**src/hw/fpdh_pkg.sv**
```systemverilog
// fpdh_pkg: constants and types for the flash power-down and hold block
// assumes: a 20 MHz ref_clk; serial pins sampled by that clock
package fpdh_pkg;

    // ------------------------------------------------------------
    // opcodes and identifier
    // ------------------------------------------------------------
    localparam logic [7:0] FPDH_OP_POWER_DOWN = 8'hB9;
    localparam logic [7:0] FPDH_OP_RESUME = 8'hAB;
    localparam int FPDH_DUMMY_BYTES = 3;
    localparam int FPDH_ID_START_BITS = 8 + 8 * FPDH_DUMMY_BYTES;

    // ------------------------------------------------------------
    // timing
    // ------------------------------------------------------------
    localparam int FPDH_CLK_HZ = 20000000;
    localparam int FPDH_ENTRY_TIME_NS = 1000;   // power_down_entry_time
    localparam int FPDH_EXIT_TIME_NS = 5000;    // power_down_exit_time
    localparam int FPDH_RESUME_ID_TIME_NS = 5000; // resume_to_identifier_time
    // longest times round down, never below one cycle
    localparam int FPDH_ENTRY_CYC_RAW = FPDH_ENTRY_TIME_NS / 50;
    localparam int FPDH_EXIT_CYC_RAW = FPDH_EXIT_TIME_NS / 50;
    localparam int FPDH_ENTRY_CYC =
        (FPDH_ENTRY_CYC_RAW < 1) ? 1 : FPDH_ENTRY_CYC_RAW;
    localparam int FPDH_EXIT_CYC =
        (FPDH_EXIT_CYC_RAW < 1) ? 1 : FPDH_EXIT_CYC_RAW;
    // cycles from a pin edge to a registered flag: three for sync and
    // edge finding, two for state and output registers, one spare
    localparam int FPDH_PIPE_CYC = 6;
    localparam int FPDH_ENTRY_LOAD = FPDH_ENTRY_CYC - FPDH_PIPE_CYC;
    localparam int FPDH_EXIT_LOAD = FPDH_EXIT_CYC - FPDH_PIPE_CYC;
    localparam int FPDH_TIMER_W = 8;

    // ------------------------------------------------------------
    // reset values
    // ------------------------------------------------------------
    localparam logic FPDH_PIN_IDLE = 1'b1;
    // sync reset levels {pause, si, sck, cs}: clock and data idle low
    localparam logic [3:0] FPDH_PIN_RST =
        {FPDH_PIN_IDLE, 1'b0, 1'b0, FPDH_PIN_IDLE};

    // power state
    typedef enum logic [1:0] {
        FPDH_STANDBY,
        FPDH_ENTERING,
        FPDH_POWERED_DOWN,
        FPDH_EXITING
    } fpdh_state_type;

endpackage : fpdh_pkg

```
**src/hw/fpdh_sync_if.sv**
```systemverilog
// fpdh_sync_if: synchronised pin levels and edges between modules
// assumes: one driver module (fpdh_pin_sync) and one reader (fpdh_ctrl)
`timescale 1ns/1ps
`default_nettype none

interface fpdh_sync_if;
    logic cs_active;    // chip select asserted
    logic sck_rise;     // one-cycle pulses on serial clock edges
    logic sck_fall;
    logic sck_level;
    logic si_level;
    logic pause_level;  // pause pin asserted (low on pin)
    logic cs_rise;      // chip select released

    modport src (output cs_active, sck_rise, sck_fall, sck_level,
                 si_level, pause_level, cs_rise);
    modport dst (input cs_active, sck_rise, sck_fall, sck_level,
                 si_level, pause_level, cs_rise);
endinterface : fpdh_sync_if

`default_nettype wire

```
**src/hw/fpdh_pin_sync.sv**
```systemverilog
// fpdh_pin_sync: two-flop synchronisers and edge finders for the pins
// assumes: pins are asynchronous to ref_clk
`timescale 1ns/1ps
`default_nettype none

module fpdh_pin_sync
    import fpdh_pkg::*;
(
    input wire logic ref_clk,
    input wire logic rst_b,
    input wire logic cs_b,
    input wire logic sck,
    input wire logic si,
    input wire logic pause_b,
    fpdh_sync_if.src sync
);

    // ------------------------------------------------------------
    // synchronisers: stage one feeds stage two only
    // ------------------------------------------------------------
    logic [3:0] meta_q;
    logic [3:0] stab_q;
    logic [1:0] prev_q;   // previous sck and cs levels
    wire logic [3:0] pins = {pause_b, si, sck, cs_b};

    genvar g;
    generate
        for (g = 0; g < 4; g++) begin : g_sync
            always_ff @(posedge ref_clk or negedge rst_b) begin
                if (!rst_b) begin
                    meta_q[g] <= FPDH_PIN_RST[g];
                    stab_q[g] <= FPDH_PIN_RST[g];
                end else begin
                    meta_q[g] <= pins[g];
                    stab_q[g] <= meta_q[g];
                end
            end
        end
    endgenerate

    // edge history from the stable stage; idle levels, no false edge
    always_ff @(posedge ref_clk or negedge rst_b) begin
        if (!rst_b) begin
            prev_q <= FPDH_PIN_RST[1:0];
        end else begin
            prev_q <= {stab_q[1], stab_q[0]};
        end
    end

    assign sync.cs_active = ~stab_q[0];
    assign sync.cs_rise = stab_q[0] & ~prev_q[0];
    assign sync.sck_level = stab_q[1];
    assign sync.sck_rise = stab_q[1] & ~prev_q[1];
    assign sync.sck_fall = ~stab_q[1] & prev_q[1];
    assign sync.si_level = stab_q[2];
    assign sync.pause_level = ~stab_q[3];

endmodule : fpdh_pin_sync

`default_nettype wire

```
**src/hw/fpdh_ctrl.sv**
```systemverilog
// fpdh_ctrl: deep power-down, resume with identifier readout, and hold
// assumes: host drives cs_b, sck, si, pause_b; 20 MHz ref_clk samples them
// pins reach the core three cycles late through sync and edge finder
// power timers load short by that latency plus the registers,
// so both limits hold when measured from the select pin
// identifier readout runs in standby and in power-down alike
// in power-down only a resume frame may drive the output
// bit count wraps high so long readouts keep byte alignment
// a release while paused clears the latch even against a set
// pause pin only gates the serial side, never the timed program
// write protect is synced on its own and never paused
`timescale 1ns/1ps
`default_nettype none

module fpdh_ctrl
    import fpdh_pkg::*;
#(
    parameter logic [7:0] DEVICE_ID = 8'h5A  // arbitrary value
)
(
    input wire logic ref_clk,
    input wire logic rst_b,
    input wire logic cs_b,
    input wire logic sck,
    input wire logic si,
    input wire logic pause_b,
    input wire logic write_protect_b,
    input wire logic quad_enable_bit,
    input wire logic program_busy,
    input wire logic write_enable_latch_set,
    output logic so_out,
    output logic so_oe,
    output logic powered_down,
    output logic standby,
    output logic paused,
    output logic write_enable_latch,
    output logic write_protect_level,
    output logic frame_aborted
);

    // ------------------------------------------------------------
    // pin synchronisation
    // ------------------------------------------------------------
    fpdh_sync_if sync ();

    fpdh_pin_sync u_sync (
        .ref_clk(ref_clk),
        .rst_b(rst_b),
        .cs_b(cs_b),
        .sck(sck),
        .si(si),
        .pause_b(pause_b),
        .sync(sync)
    );

    // write protect also passes two flops
    logic wp_meta_q;
    logic wp_stab_q;

    // ------------------------------------------------------------
    // state
    // ------------------------------------------------------------
    fpdh_state_type state_q, state_d;
    logic [7:0] opcode_q;
    logic [5:0] bit_cnt_q;      // bit count in frame, wraps high
    logic [2:0] id_bit_q;       // identifier bit pointer
    logic [FPDH_TIMER_W-1:0] timer_q;
    logic pause_q;
    logic wel_q;
    logic so_q;
    logic so_oe_q;
    logic abort_q;

    // ------------------------------------------------------------
    // helpers
    // ------------------------------------------------------------
    // true when the captured opcode equals the wanted one
    function automatic logic op_is(input logic [7:0] op,
                                   input logic [7:0] want);
        return (op == want);
    endfunction : op_is

    // ------------------------------------------------------------
    // decode
    // ------------------------------------------------------------
    // pause pin is a control only when quad mode is off
    wire logic pause_ctl = sync.pause_level & ~quad_enable_bit;
    wire logic sck_low = ~sync.sck_level;
    // pause state changes only in a clock-low phase, with select
    wire logic pause_set = sync.cs_active & pause_ctl & sck_low;
    wire logic pause_clr = ~pause_ctl & sck_low;
    wire logic shifting = sync.cs_active & ~pause_q;
    wire logic take_bit = shifting & sync.sck_rise;
    wire logic full_op = (bit_cnt_q >= 6'd8);
    wire logic aligned = (bit_cnt_q[2:0] == 3'h0);
    wire logic good_end = sync.cs_rise & full_op & aligned & ~pause_q;
    wire logic is_pd = op_is(opcode_q, FPDH_OP_POWER_DOWN);
    wire logic is_res = op_is(opcode_q, FPDH_OP_RESUME);
    // frame ends that move the power state
    wire logic pd_taken = good_end & is_pd & ~program_busy;
    wire logic res_taken = good_end & is_res;
    wire logic id_phase = is_res & (bit_cnt_q >= 6'(FPDH_ID_START_BITS));
    wire logic timer_done = (timer_q == '0);
    wire logic pause_abort = sync.cs_rise & pause_q;
    // output off outside shifting, and in power-down unless resuming
    wire logic in_pd = (state_q == FPDH_POWERED_DOWN);
    wire logic so_block = ~shifting | (in_pd & ~is_res);
    // timer loads, already short by the pin-to-flag latency
    wire logic [FPDH_TIMER_W-1:0] entry_load =
        FPDH_TIMER_W'(FPDH_ENTRY_LOAD);
    wire logic [FPDH_TIMER_W-1:0] exit_load =
        FPDH_TIMER_W'(FPDH_EXIT_LOAD);

    // next power state
    always_comb begin
        state_d = state_q;
        case (state_q)
            FPDH_STANDBY: begin
                // short or misaligned frames fall through
                if (pd_taken) begin
                    state_d = FPDH_ENTERING;
                end
            end
            FPDH_ENTERING: begin
                if (timer_done) begin
                    state_d = FPDH_POWERED_DOWN;
                end
            end
            FPDH_POWERED_DOWN: begin
                // only resume is recognised; others drop
                if (res_taken) begin
                    state_d = FPDH_EXITING;
                end
            end
            FPDH_EXITING: begin
                if (timer_done) begin
                    state_d = FPDH_STANDBY;
                end
            end
            default: state_d = FPDH_STANDBY;
        endcase
    end

    // ------------------------------------------------------------
    // power state and timer
    // ------------------------------------------------------------
    // timers count down once loaded and then rest at zero
    // reset lands in standby
    always_ff @(posedge ref_clk or negedge rst_b) begin
        if (!rst_b) begin
            state_q <= FPDH_STANDBY;
            timer_q <= '0;
        end else begin
            state_q <= state_d;
            if (state_d == FPDH_ENTERING && state_q != FPDH_ENTERING) begin
                timer_q <= entry_load;
            end else if (state_d == FPDH_EXITING &&
                         state_q != FPDH_EXITING) begin
                timer_q <= exit_load;
            end else if (!timer_done) begin
                timer_q <= timer_q - 1'b1;
            end
        end
    end

    // ------------------------------------------------------------
    // opcode shifter and bit counter
    // ------------------------------------------------------------
    // only first eight bits form the opcode; the rest count only
    always_ff @(posedge ref_clk or negedge rst_b) begin
        if (!rst_b) begin
            opcode_q <= 8'h00;
            bit_cnt_q <= 6'h00;
        end else if (!sync.cs_active) begin
            bit_cnt_q <= 6'h00;
        end else if (take_bit) begin
            if (!full_op) begin
                opcode_q <= {opcode_q[6:0], sync.si_level};
            end
            if (bit_cnt_q == 6'h3F) begin
                // back to 56 keeps byte alignment and the readout phase
                bit_cnt_q <= 6'h38;
            end else begin
                bit_cnt_q <= bit_cnt_q + 6'h01;
            end
        end
    end

    // ------------------------------------------------------------
    // hold pause
    // ------------------------------------------------------------
    // pause affects only the serial side; program_busy untouched
    // select going away clears it at once
    always_ff @(posedge ref_clk or negedge rst_b) begin
        if (!rst_b) begin
            pause_q <= 1'b0;
        end else if (!sync.cs_active) begin
            pause_q <= 1'b0;
        end else if (pause_set) begin
            pause_q <= 1'b1;
        end else if (pause_q && pause_clr) begin
            pause_q <= 1'b0;
        end
    end

    // ------------------------------------------------------------
    // identifier output
    // ------------------------------------------------------------
    // shifts on falling clock, msb first, wraps forever
    // data holds while blocked; only the enable drops
    always_ff @(posedge ref_clk or negedge rst_b) begin
        if (!rst_b) begin
            id_bit_q <= 3'h7;
            so_q <= 1'b0;
            so_oe_q <= 1'b0;
        end else if (so_block) begin
            so_oe_q <= 1'b0;
            if (!sync.cs_active) begin
                id_bit_q <= 3'h7;
            end
        end else if (sync.sck_fall && id_phase) begin
            so_q <= DEVICE_ID[id_bit_q];
            so_oe_q <= 1'b1;
            id_bit_q <= id_bit_q - 3'h1;
        end
    end

    // ------------------------------------------------------------
    // write enable latch, abort flag, protect pin
    // ------------------------------------------------------------
    // set wins unless the frame is being aborted by a paused release
    // protect pin keeps its own sync, live even while paused
    always_ff @(posedge ref_clk or negedge rst_b) begin
        if (!rst_b) begin
            wel_q <= 1'b0;
            abort_q <= 1'b0;
            wp_meta_q <= 1'b1;
            wp_stab_q <= 1'b1;
        end else begin
            wp_meta_q <= write_protect_b;
            wp_stab_q <= wp_meta_q; // sampled even while paused
            abort_q <= pause_abort;
            if (pause_abort) begin
                wel_q <= 1'b0;
            end else if (write_enable_latch_set) begin
                wel_q <= 1'b1;
            end
        end
    end

    // ------------------------------------------------------------
    // registered status outputs
    // ------------------------------------------------------------
    always_ff @(posedge ref_clk or negedge rst_b) begin
        if (!rst_b) begin
            powered_down <= 1'b0;
            standby <= 1'b0;
            paused <= 1'b0;
        end else begin
            // flags lag the state by this one register
            powered_down <= in_pd;
            // standby needs select high and nothing timed
            standby <= (state_q == FPDH_STANDBY) & ~sync.cs_active &
                       ~program_busy;
            paused <= pause_q;
        end
    end

    assign so_out = so_q;
    assign so_oe = so_oe_q;
    assign write_enable_latch = wel_q;
    assign write_protect_level = wp_stab_q;
    assign frame_aborted = abort_q;

endmodule : fpdh_ctrl

`default_nettype wire

```
**config.mk**
```make
export PLATFORM = sky130hd
export DESIGN_NAME = fpdh_ctrl
export DESIGN_NICKNAME = d
export VERILOG_FILES = /design/src/hw/fpdh_pkg.sv /design/src/hw/fpdh_sync_if.sv /design/src/hw/fpdh_pin_sync.sv /design/src/hw/fpdh_ctrl.sv
export SDC_FILE = /design/constraint.sdc
export NUM_CORES = 1
export LEC_CHECK = 0
export ABC_AREA = 0
export BUFFER_PORTS_ARGS = -buffer_cell sky130_fd_sc_hd__buf_2
export CORE_MARGIN = 2
export CORE_UTILIZATION = 55
export CTS_CLUSTER_SIZE = 25
export DETAILED_ROUTE_END_ITERATION = 7
export PLACE_DENSITY_LB_ADDON = 0.3
export SYNTH_ARGS = -nofsm -noshare
export SYNTH_HDL_FRONTEND = slang
export SYNTH_SLANG_ARGS = --single-unit
```
**constraint.sdc**
```tcl
create_clock -name ref_clk -period 3.4 [get_ports ref_clk]
set_input_delay 0.34 -clock ref_clk [delete_from_list [all_inputs] [get_ports ref_clk]]
set_output_delay 0.34 -clock ref_clk [all_outputs]
set_load 0.05 [all_outputs]
```
==> results of run 1 <==
## layout make-up
cell class                      count  share of cell area, %
Sequential cell                    47                  53.85
Multi-Input combinational cell    105                  33.05
Timing Repair Buffer               17                  3.855
Clock inverter                      3                  3.061
Tap cell                           46                  2.608
Inverter                           11                  1.871
Clock buffer                        5                  1.701
## metal layers
layer | track usage, % | up-vias | part of all wire (%)
met4 | 6.250 | 0 | 1.4
met2 | 31.25 | 23 | 50
met3 | 5.458 | 6 | 4.3
met1 | 23.43 | 647 | 44
met5 | 0 | - | 0
li1 | - | 634 | -
## how the worst max path moves through the flow
stage	end	slack, ns
5_1_grt	timer_q[5]	0.95
6_report	timer_q[5]	1.22
3_5_place_dp	timer_q[5]	1.26
4_1_cts	timer_q[5]	1.22
3_3_place_gp	timer_q[5]	1.37
2_1_floorplan	timer_q[0]	1.64
## kinds of logic (layout without fill, tap and decap cells)
group / count (synthesis) / count (layout) / synth area share, %
fa+ha+maj: 5 / 5 / 3.181
mux: 10 / 10 / 5.598
xor+xnor: 7 / 7 / 3.117
buf+inv: 13 / 36 / 2.481
flops: 47 / 47 / 60.43
simple gates: 61 / 61 / 18.00
compound gates: 22 / 22 / 7.189
## cell usage after synthesis (all sizes together), types with 4 or more instances
cell / instances / area, um^2
nor3: 9 / 45.04
a211oi: 4 / 30.03
mux2: 8 / 90.09
o21ai: 6 / 30.03
nor2: 13 / 48.80
inv: 11 / 41.29
nand2: 10 / 40.04
dfstp: 10 / 262.8
a21oi: 5 / 25.02
xnor2: 6 / 52.55
nor4b: 5 / 50.04
dfrtp: 37 / 925.9
nand3: 7 / 35.03
ha: 5 / 62.56
## stage by stage
stage	instances	hold WS, ns
6_report	234	0.05703
5_1_grt	234	0.02853
4_1_cts	234	0.04312
3_5_place_dp	226	0.3473
3_3_place_gp	226	0.3387
2_1_floorplan	165	0.04441
## power groups by stage
stage          Combinational, W  Clock [W]  Sequential, W
2_1_floorplan         0.0000559          0       0.000651
3_3_place_gp          0.0000807          0       0.000656
3_5_place_dp          0.0000869          0       0.000662
4_1_cts               0.0000871   0.000414       0.000651
5_1_grt               0.0000944   0.000433       0.000657
6_report              0.0000842   0.000402       0.000651
## state kept, by name, summed over array words and instances, names as in the netlist
signal	flops
opcode_q	8
timer_q	8
bit_cnt_q	6
u_sync.meta_q	4
id_bit_q	3
state_q	2
u_sync.prev_q	2
u_sync.stab_q	2
frame_aborted	1
pause_q	1
paused	1
powered_down	1
so_oe	1
so_out	1
standby	1
u_sync.sync.sck_level	1
u_sync.sync.si_level	1
wp_meta_q	1
write_enable_latch	1
write_protect_level	1
==> impl_metrics.py, run 1 <==
metrics = {
    "synth": {
        "synth-seq-area-share_pct": 60.43,
        "synth_top_flop_cell": "dfrtp_1",
        "synthArstFlopShare_pct": 100.0,
        "synth_area_um2": 1967,
        "yosysUniqueCellTypes": 39,
        "syn_area_per_cell_um2": 11.92,
        "synth_warnings": 0,
        "syn_nets": 180,
        "synth-seq-cells": 47,
        "synth-edff-count": 0,
        "netlist_instances": 165,
    },
    "place": {
        "place_ws_ns": 1.258,
        "gp_congestion": 0.7717,
        "place_area_um2": 2102,
        "dp_hpwl_um": 2363,
        "numPortBuffers": 17,
    },
    "route": {
        "detail_route.first_pass.iterations": 4,
        "wl_per_cell_um": 14.10,
        "finalWirelength_um": 3299,
        "num_vias": 1310,
        "drc": 0,
        "antenna_left": 0,
        "drt-initial-drc-count": 64,
        "routed_via_density": 5.598,
    },
    "critical_path": {
        "slowest_stage": "a2111oi_0",
        "crit_buf_inv": 0,
        "path_delay_family": "compound AO/OA/AOI/OAI gates",
        "crit_path_start": "u_sync.stab_q[0]",
        "startpoint_type": "register",
        "cp_max_fo": 17,
        "cp_num_cells": 4,
        "worstPathArrival_ns": 2.40,
        "rrSetupSlack_ns": 1.22,
        "regToRegEndpoint": "timer_q[5]",
        "critPathKind": "reg -> reg",
        "critPathMaxStageDelay_ns": 0.76,
        "r2r_start": "u_sync.stab_q[0]",
        "cp_data_required_time_ns": 3.62,
        "rr_worst_depth": 4,
        "endpoint_kind": "register",
        "crit_chain": "nor4b_1 > nand3b_1 > a2111oi_0 > nor2_1",
    },
    "layout": {
        "fillerInstances": 273,
        "drive_gt1_share_pct": 26.06,
        "multi_input_area_um2": 729.5,
        "final_cell_mix": "37 x dfrtp_1, 17 x buf_2, 13 x nor2_1",
        "post-route-cell-area_um2": 2207,
        "area.growth.synth_to_final_pct": 12.21,
        "utilization_pct": 65.12,
        "final_common_cell": "dfrtp_1",
        "diodes": 0,
        "seq_area_um2": 1189,
        "layout.nets": 202,
    },
    "outcome": {
        "status": "finished clean",
    },
    "grt": {
        "grt_overflow": 0,
        "grt.total_usage_pct": 18.74,
        "antenna_found_initial": 0,
        "grt_pass1_wl_um": 5851,
        "grt_max_degree": 48,
        "grt_pass1_vias": 1341,
    },
    "hold_path": {
        "worstHoldStart": "cs_b",
        "hold_end": "u_sync.meta_q[0]",
        "hp-class": "in -> reg",
        "hold_depth": 1,
    },
    "clock_tree": {
        "clock_latency_ns": 0.36,
        "clock_path_buffers": 2,
        "cts_made_buffers": 5,
        "post_cts_buffers": 0,
        "cts_tree": "built",
        "postCtsHoldBufs": 0,
        "cts_sinks": 47,
        "cts_resized": 0,
        "cts.clk_slew.worst_paths_ns": 0.13,
        "cts-htree-levels": 2,
        "ctsRootBufferMaster": "clkbuf_4",
    },
    "die": {
        "initial_utilization_pct": 58.03,
        "chipHeight_um": 63.80,
        "dieWidth_um": 63.80,
        "rows": 21,
        "die_area_um2": 4070,
        "core_um2": 3390,
        "ios": 18,
    },
    "timing": {
        "clock.fmax_mhz": 458.0,
        "setup_violations": 0,
        "post-route-period-util_pct": 64.22,
        "finClkSkew_ns": 0.01021,
        "hold_viol": 0,
        "rsz0062_at_grt": "no",
        "layout_min_cycle_time_ns": 2.184,
        "worst_pin_slew_ns": 0.9735,
        "slew_headroom_pct": 35.10,
        "setup_tns_ns": 0,
        "drv_slew": 0,
        "setup_slack_ns": 1.216,
    },
    "power_and_ir_drop": {
        "vdd_ir_drop_max_v": 0.0003479,
        "p_per_area_nw_per_um2": 515.0,
        "pwr-share-comb_pct": 7.4,
        "swShare_pct": 22.10,
        "p_sw_w": 0.0002512,
        "p_leak_nw": 0.9670,
        "seqPwrFrac_pct": 57.3,
        "clkPwrFrac_pct": 35.3,
        "p_int_w": 0.0008856,
        "finalPower_w": 0.001137,
    },
    "job": {
        "cap_viol_max_count": 0,
    },
}
Note: power is estimated with default switching activity, not from simulation.
==> run 2: changes to the inputs <==
--- a/config.mk
+++ b/config.mk
@@ -5,7 +5,7 @@
 export SDC_FILE = /design/constraint.sdc
 export NUM_CORES = 1
 export LEC_CHECK = 0
-export ABC_AREA = 0
+export ABC_AREA = 1
 export BUFFER_PORTS_ARGS = -buffer_cell sky130_fd_sc_hd__buf_2
 export CORE_MARGIN = 2
 export CORE_UTILIZATION = 55
==> constraint.sdc (replaced) <==
create_clock -name ref_clk -period 2.2 [get_ports ref_clk]
set_input_delay 0.22 -clock ref_clk [delete_from_list [all_inputs] [get_ports ref_clk]]
set_output_delay 0.22 -clock ref_clk [all_outputs]
set_load 0.05 [all_outputs]
==> run 2 against run 1 <==
Effect of this change: clock skew down 0.0034 ns; synthesized cell count up 35%; largest cell class unchanged; die area up 4.8%.
==> impl_metrics.py, run 2 <==
metrics = {
    "route": {
        "finalWirelength_um": 3306,
        "detail_route.first_pass.iterations": 4,
        "routed_via_density": 4.923,
        "num_vias": 1462,
        "drt-initial-drc-count": 108,
        "wl_per_cell_um": 11.13,
        "drc": 0,
        "antenna_left": 0,
    },
    "die": {
        "dieWidth_um": 65.32,
        "chipHeight_um": 65.32,
        "core_um2": 3633,
        "initial_utilization_pct": 56.92,
        "die_area_um2": 4267,
        "rows": 22,
        "ios": 18,
    },
    "synth": {
        "synth_warnings": 0,
        "syn_nets": 237,
        "synth_commonest_cells": "41 x nand2_1, 37 x dfrtp_1, 31 x nor2_1, 26 x inv_1, 14 x nand3_1",
        "yosysMostFrequentCell": "nand2_1",
        "synth_area_um2": 2068,
        "yosysUniqueCellTypes": 32,
        "syn_area_per_cell_um2": 9.316,
        "synthTopCellsByArea": "dfrtp_1 45%, dfstp_2 13%, nand2_1 7.4%",
        "synthArstFlopShare_pct": 100.0,
        "synth_largest_area_cell": "dfrtp_1",
        "synth_top_area_share_pct": 44.77,
        "synth-seq-area-share_pct": 57.47,
        "synth_top_flop_cell": "dfrtp_1",
        "synth-edff-count": 0,
        "synth-seq-cells": 47,
        "netlist_instances": 222,
    },
    "clock_tree": {
        "cts-htree-levels": 2,
        "cts_resized": 0,
        "clock_path_buffers": 2,
        "clock_latency_ns": 0.30,
        "cts_sinks": 47,
        "cts.clk_slew.worst_paths_ns": 0.08,
        "ctsRootBufferMaster": "clkbuf_8",
        "cts_made_buffers": 5,
        "cts_tree": "built",
    },
    "layout": {
        "layout.nets": 263,
        "multi_input_area_um2": 755.7,
        "seq_area_um2": 1189,
        "fillerInstances": 320,
        "final_cell_mix": "41 x nand2_1, 37 x dfrtp_1, 31 x nor2_1",
        "final_common_cell": "nand2_1",
        "reg.largest.list": "opcode_q: 8 flops, timer_q: 8 flops, bit_cnt_q: 6 flops",
        "area.growth.synth_to_final_pct": 11.62,
        "diodes": 0,
        "drive_gt1_share_pct": 20.88,
    },
    "timing": {
        "rsz0062_at_grt": "no",
        "setup_violations": 0,
        "setup_slack_ns": 0.6619,
        "setup_tns_ns": 0,
        "hold_slack_ns": 0.01606,
        "layout_min_cycle_time_ns": 1.538,
        "worst_pin_slew_ns": 0.4344,
        "finClkSkew_ns": 0.006824,
        "drv_slew": 0,
        "post-route-period-util_pct": 69.91,
        "slew_headroom_pct": 71.04,
        "clock.fmax_mhz": 650.2,
        "hold_viol": 0,
    },
    "grt": {
        "grt_pass1_wl_um": 5927,
        "grt_max_degree": 21,
        "grt_overflow": 0,
        "grt_pass1_vias": 1364,
        "antenna_found_initial": 0,
        "grt.total_usage_pct": 18.62,
    },
    "critical_path": {
        "cp_max_fo": 4,
        "endpoint_kind": "register",
        "worstPathArrival_ns": 1.73,
        "cp_data_required_time_ns": 2.39,
        "critPathKind": "reg -> reg",
        "startpoint_type": "register",
        "rrSetupSlack_ns": 0.66,
    },
    "place": {
        "dp_hpwl_um": 2521,
        "numPortBuffers": 17,
        "gp_congestion": 0.8774,
        "place_ws_ns": 0.6805,
    },
    "power_and_ir_drop": {
        "clkPwrFrac_pct": 30.4,
        "pwr-share-comb_pct": 9.1,
        "finalPower_w": 0.001599,
        "p_int_w": 0.001205,
        "p_leak_nw": 1.117,
        "p_sw_w": 0.0003938,
        "p_per_area_nw_per_um2": 692.7,
        "seqPwrFrac_pct": 60.6,
        "swShare_pct": 24.63,
        "vdd_ir_drop_max_v": 0.0004362,
    },
    "outcome": {
        "status": "finished clean",
    },
    "hold_path": {
        "hp-class": "in -> reg",
    },
    "job": {
        "cap_viol_max_count": 0,
    },
}
## run 2: what timing repair did
item / 4_1_cts / 5_1_grt
hold endpoints to repair: 15 / 0
setup endpoints to repair: 0 / 0
setup buffers: 0 / 0
hold buffers: 1 / 0
## run 2: stage by stage
step           util (%)  instance area, um^2  cells
5_1_grt           63.53                 2308    297
2_1_floorplan         -                 2068    222
3_5_place_dp      61.02                 2217    288
6_report          63.53                 2308    297
4_1_cts           63.53                 2308    297
3_3_place_gp      61.02                 2217    288
## run 2: final timing paths
| path | cells after the start | startpoint | end |
|---|---|---|---|
| min in group asynchronous | 2 | rst_b | opcode_q[7] |
| setup reg to reg | 8 | timer_q[0] | timer_q[7] |
| hold reg to reg | 0 | wp_meta_q | write_protect_level |
| setup / recovery | 8 | timer_q[0] | timer_q[7] |
| hold / removal | 1 | pause_b | u_sync.meta_q[3] |
| max in group asynchronous | 3 | rst_b | u_sync.stab_q[0] |
## run 2: power groups by stage
stage	Combinational [W]	Clock, W	Sequential [W]
after floorplan	0.0000892	0	0.000988
after global placement	0.000144	0	0.000982
after detailed placement	0.000147	0	0.000985
after CTS	0.000148	0.000508	0.000969
after global routing	0.000169	0.000541	0.000976
final	0.000145	0.000485	0.000968
## run 2: cell families (layout without fill, tap and decap cells)
family,Yosys count,after routing,share of synthesized area (%)
AND/OR/NAND/NOR,105,105,23.05
flip-flops,47,47,57.47
buffers and inverters,31,58,5.989
AO/OA/AOI/OAI,28,28,7.623
adder cells (fa/ha/maj),5,5,3.025
XOR/XNOR,5,5,2.117
multiplexers,1,1,0.7257
## run 2: worst max-delay path, cell delays in order, from the launching register on
cell and delay, ns:
dfrtp_1 0.36, inv_1 0.12, ha_1 0.16, inv_1 0.05
nor3_1 0.27, nand2_1 0.16, nand4_1 0.11, xor2_1 0.15
nor2_1 0.05
## run 2: routing by layer
metal / GRT usage (%) / vias to the layer above / wire (um)
li1: - / 758 / -
met1: 24.60 / 678 / 1628
met2: 28.57 / 19 / 1482
met3: 4.110 / 7 / 112
met4: 10.42 / 0 / 82
met5: 0 / - / 0
## run 2: area by class of cell
type                            instances  area share, %
Timing Repair Buffer                   20          4.770
Multi-Input combinational cell        144          32.74
Inverter                               30          4.878
Tap cell                               48          2.602
Clock buffer                            7          3.306
Clock inverter                          1         0.2168
Sequential cell                        47          51.49
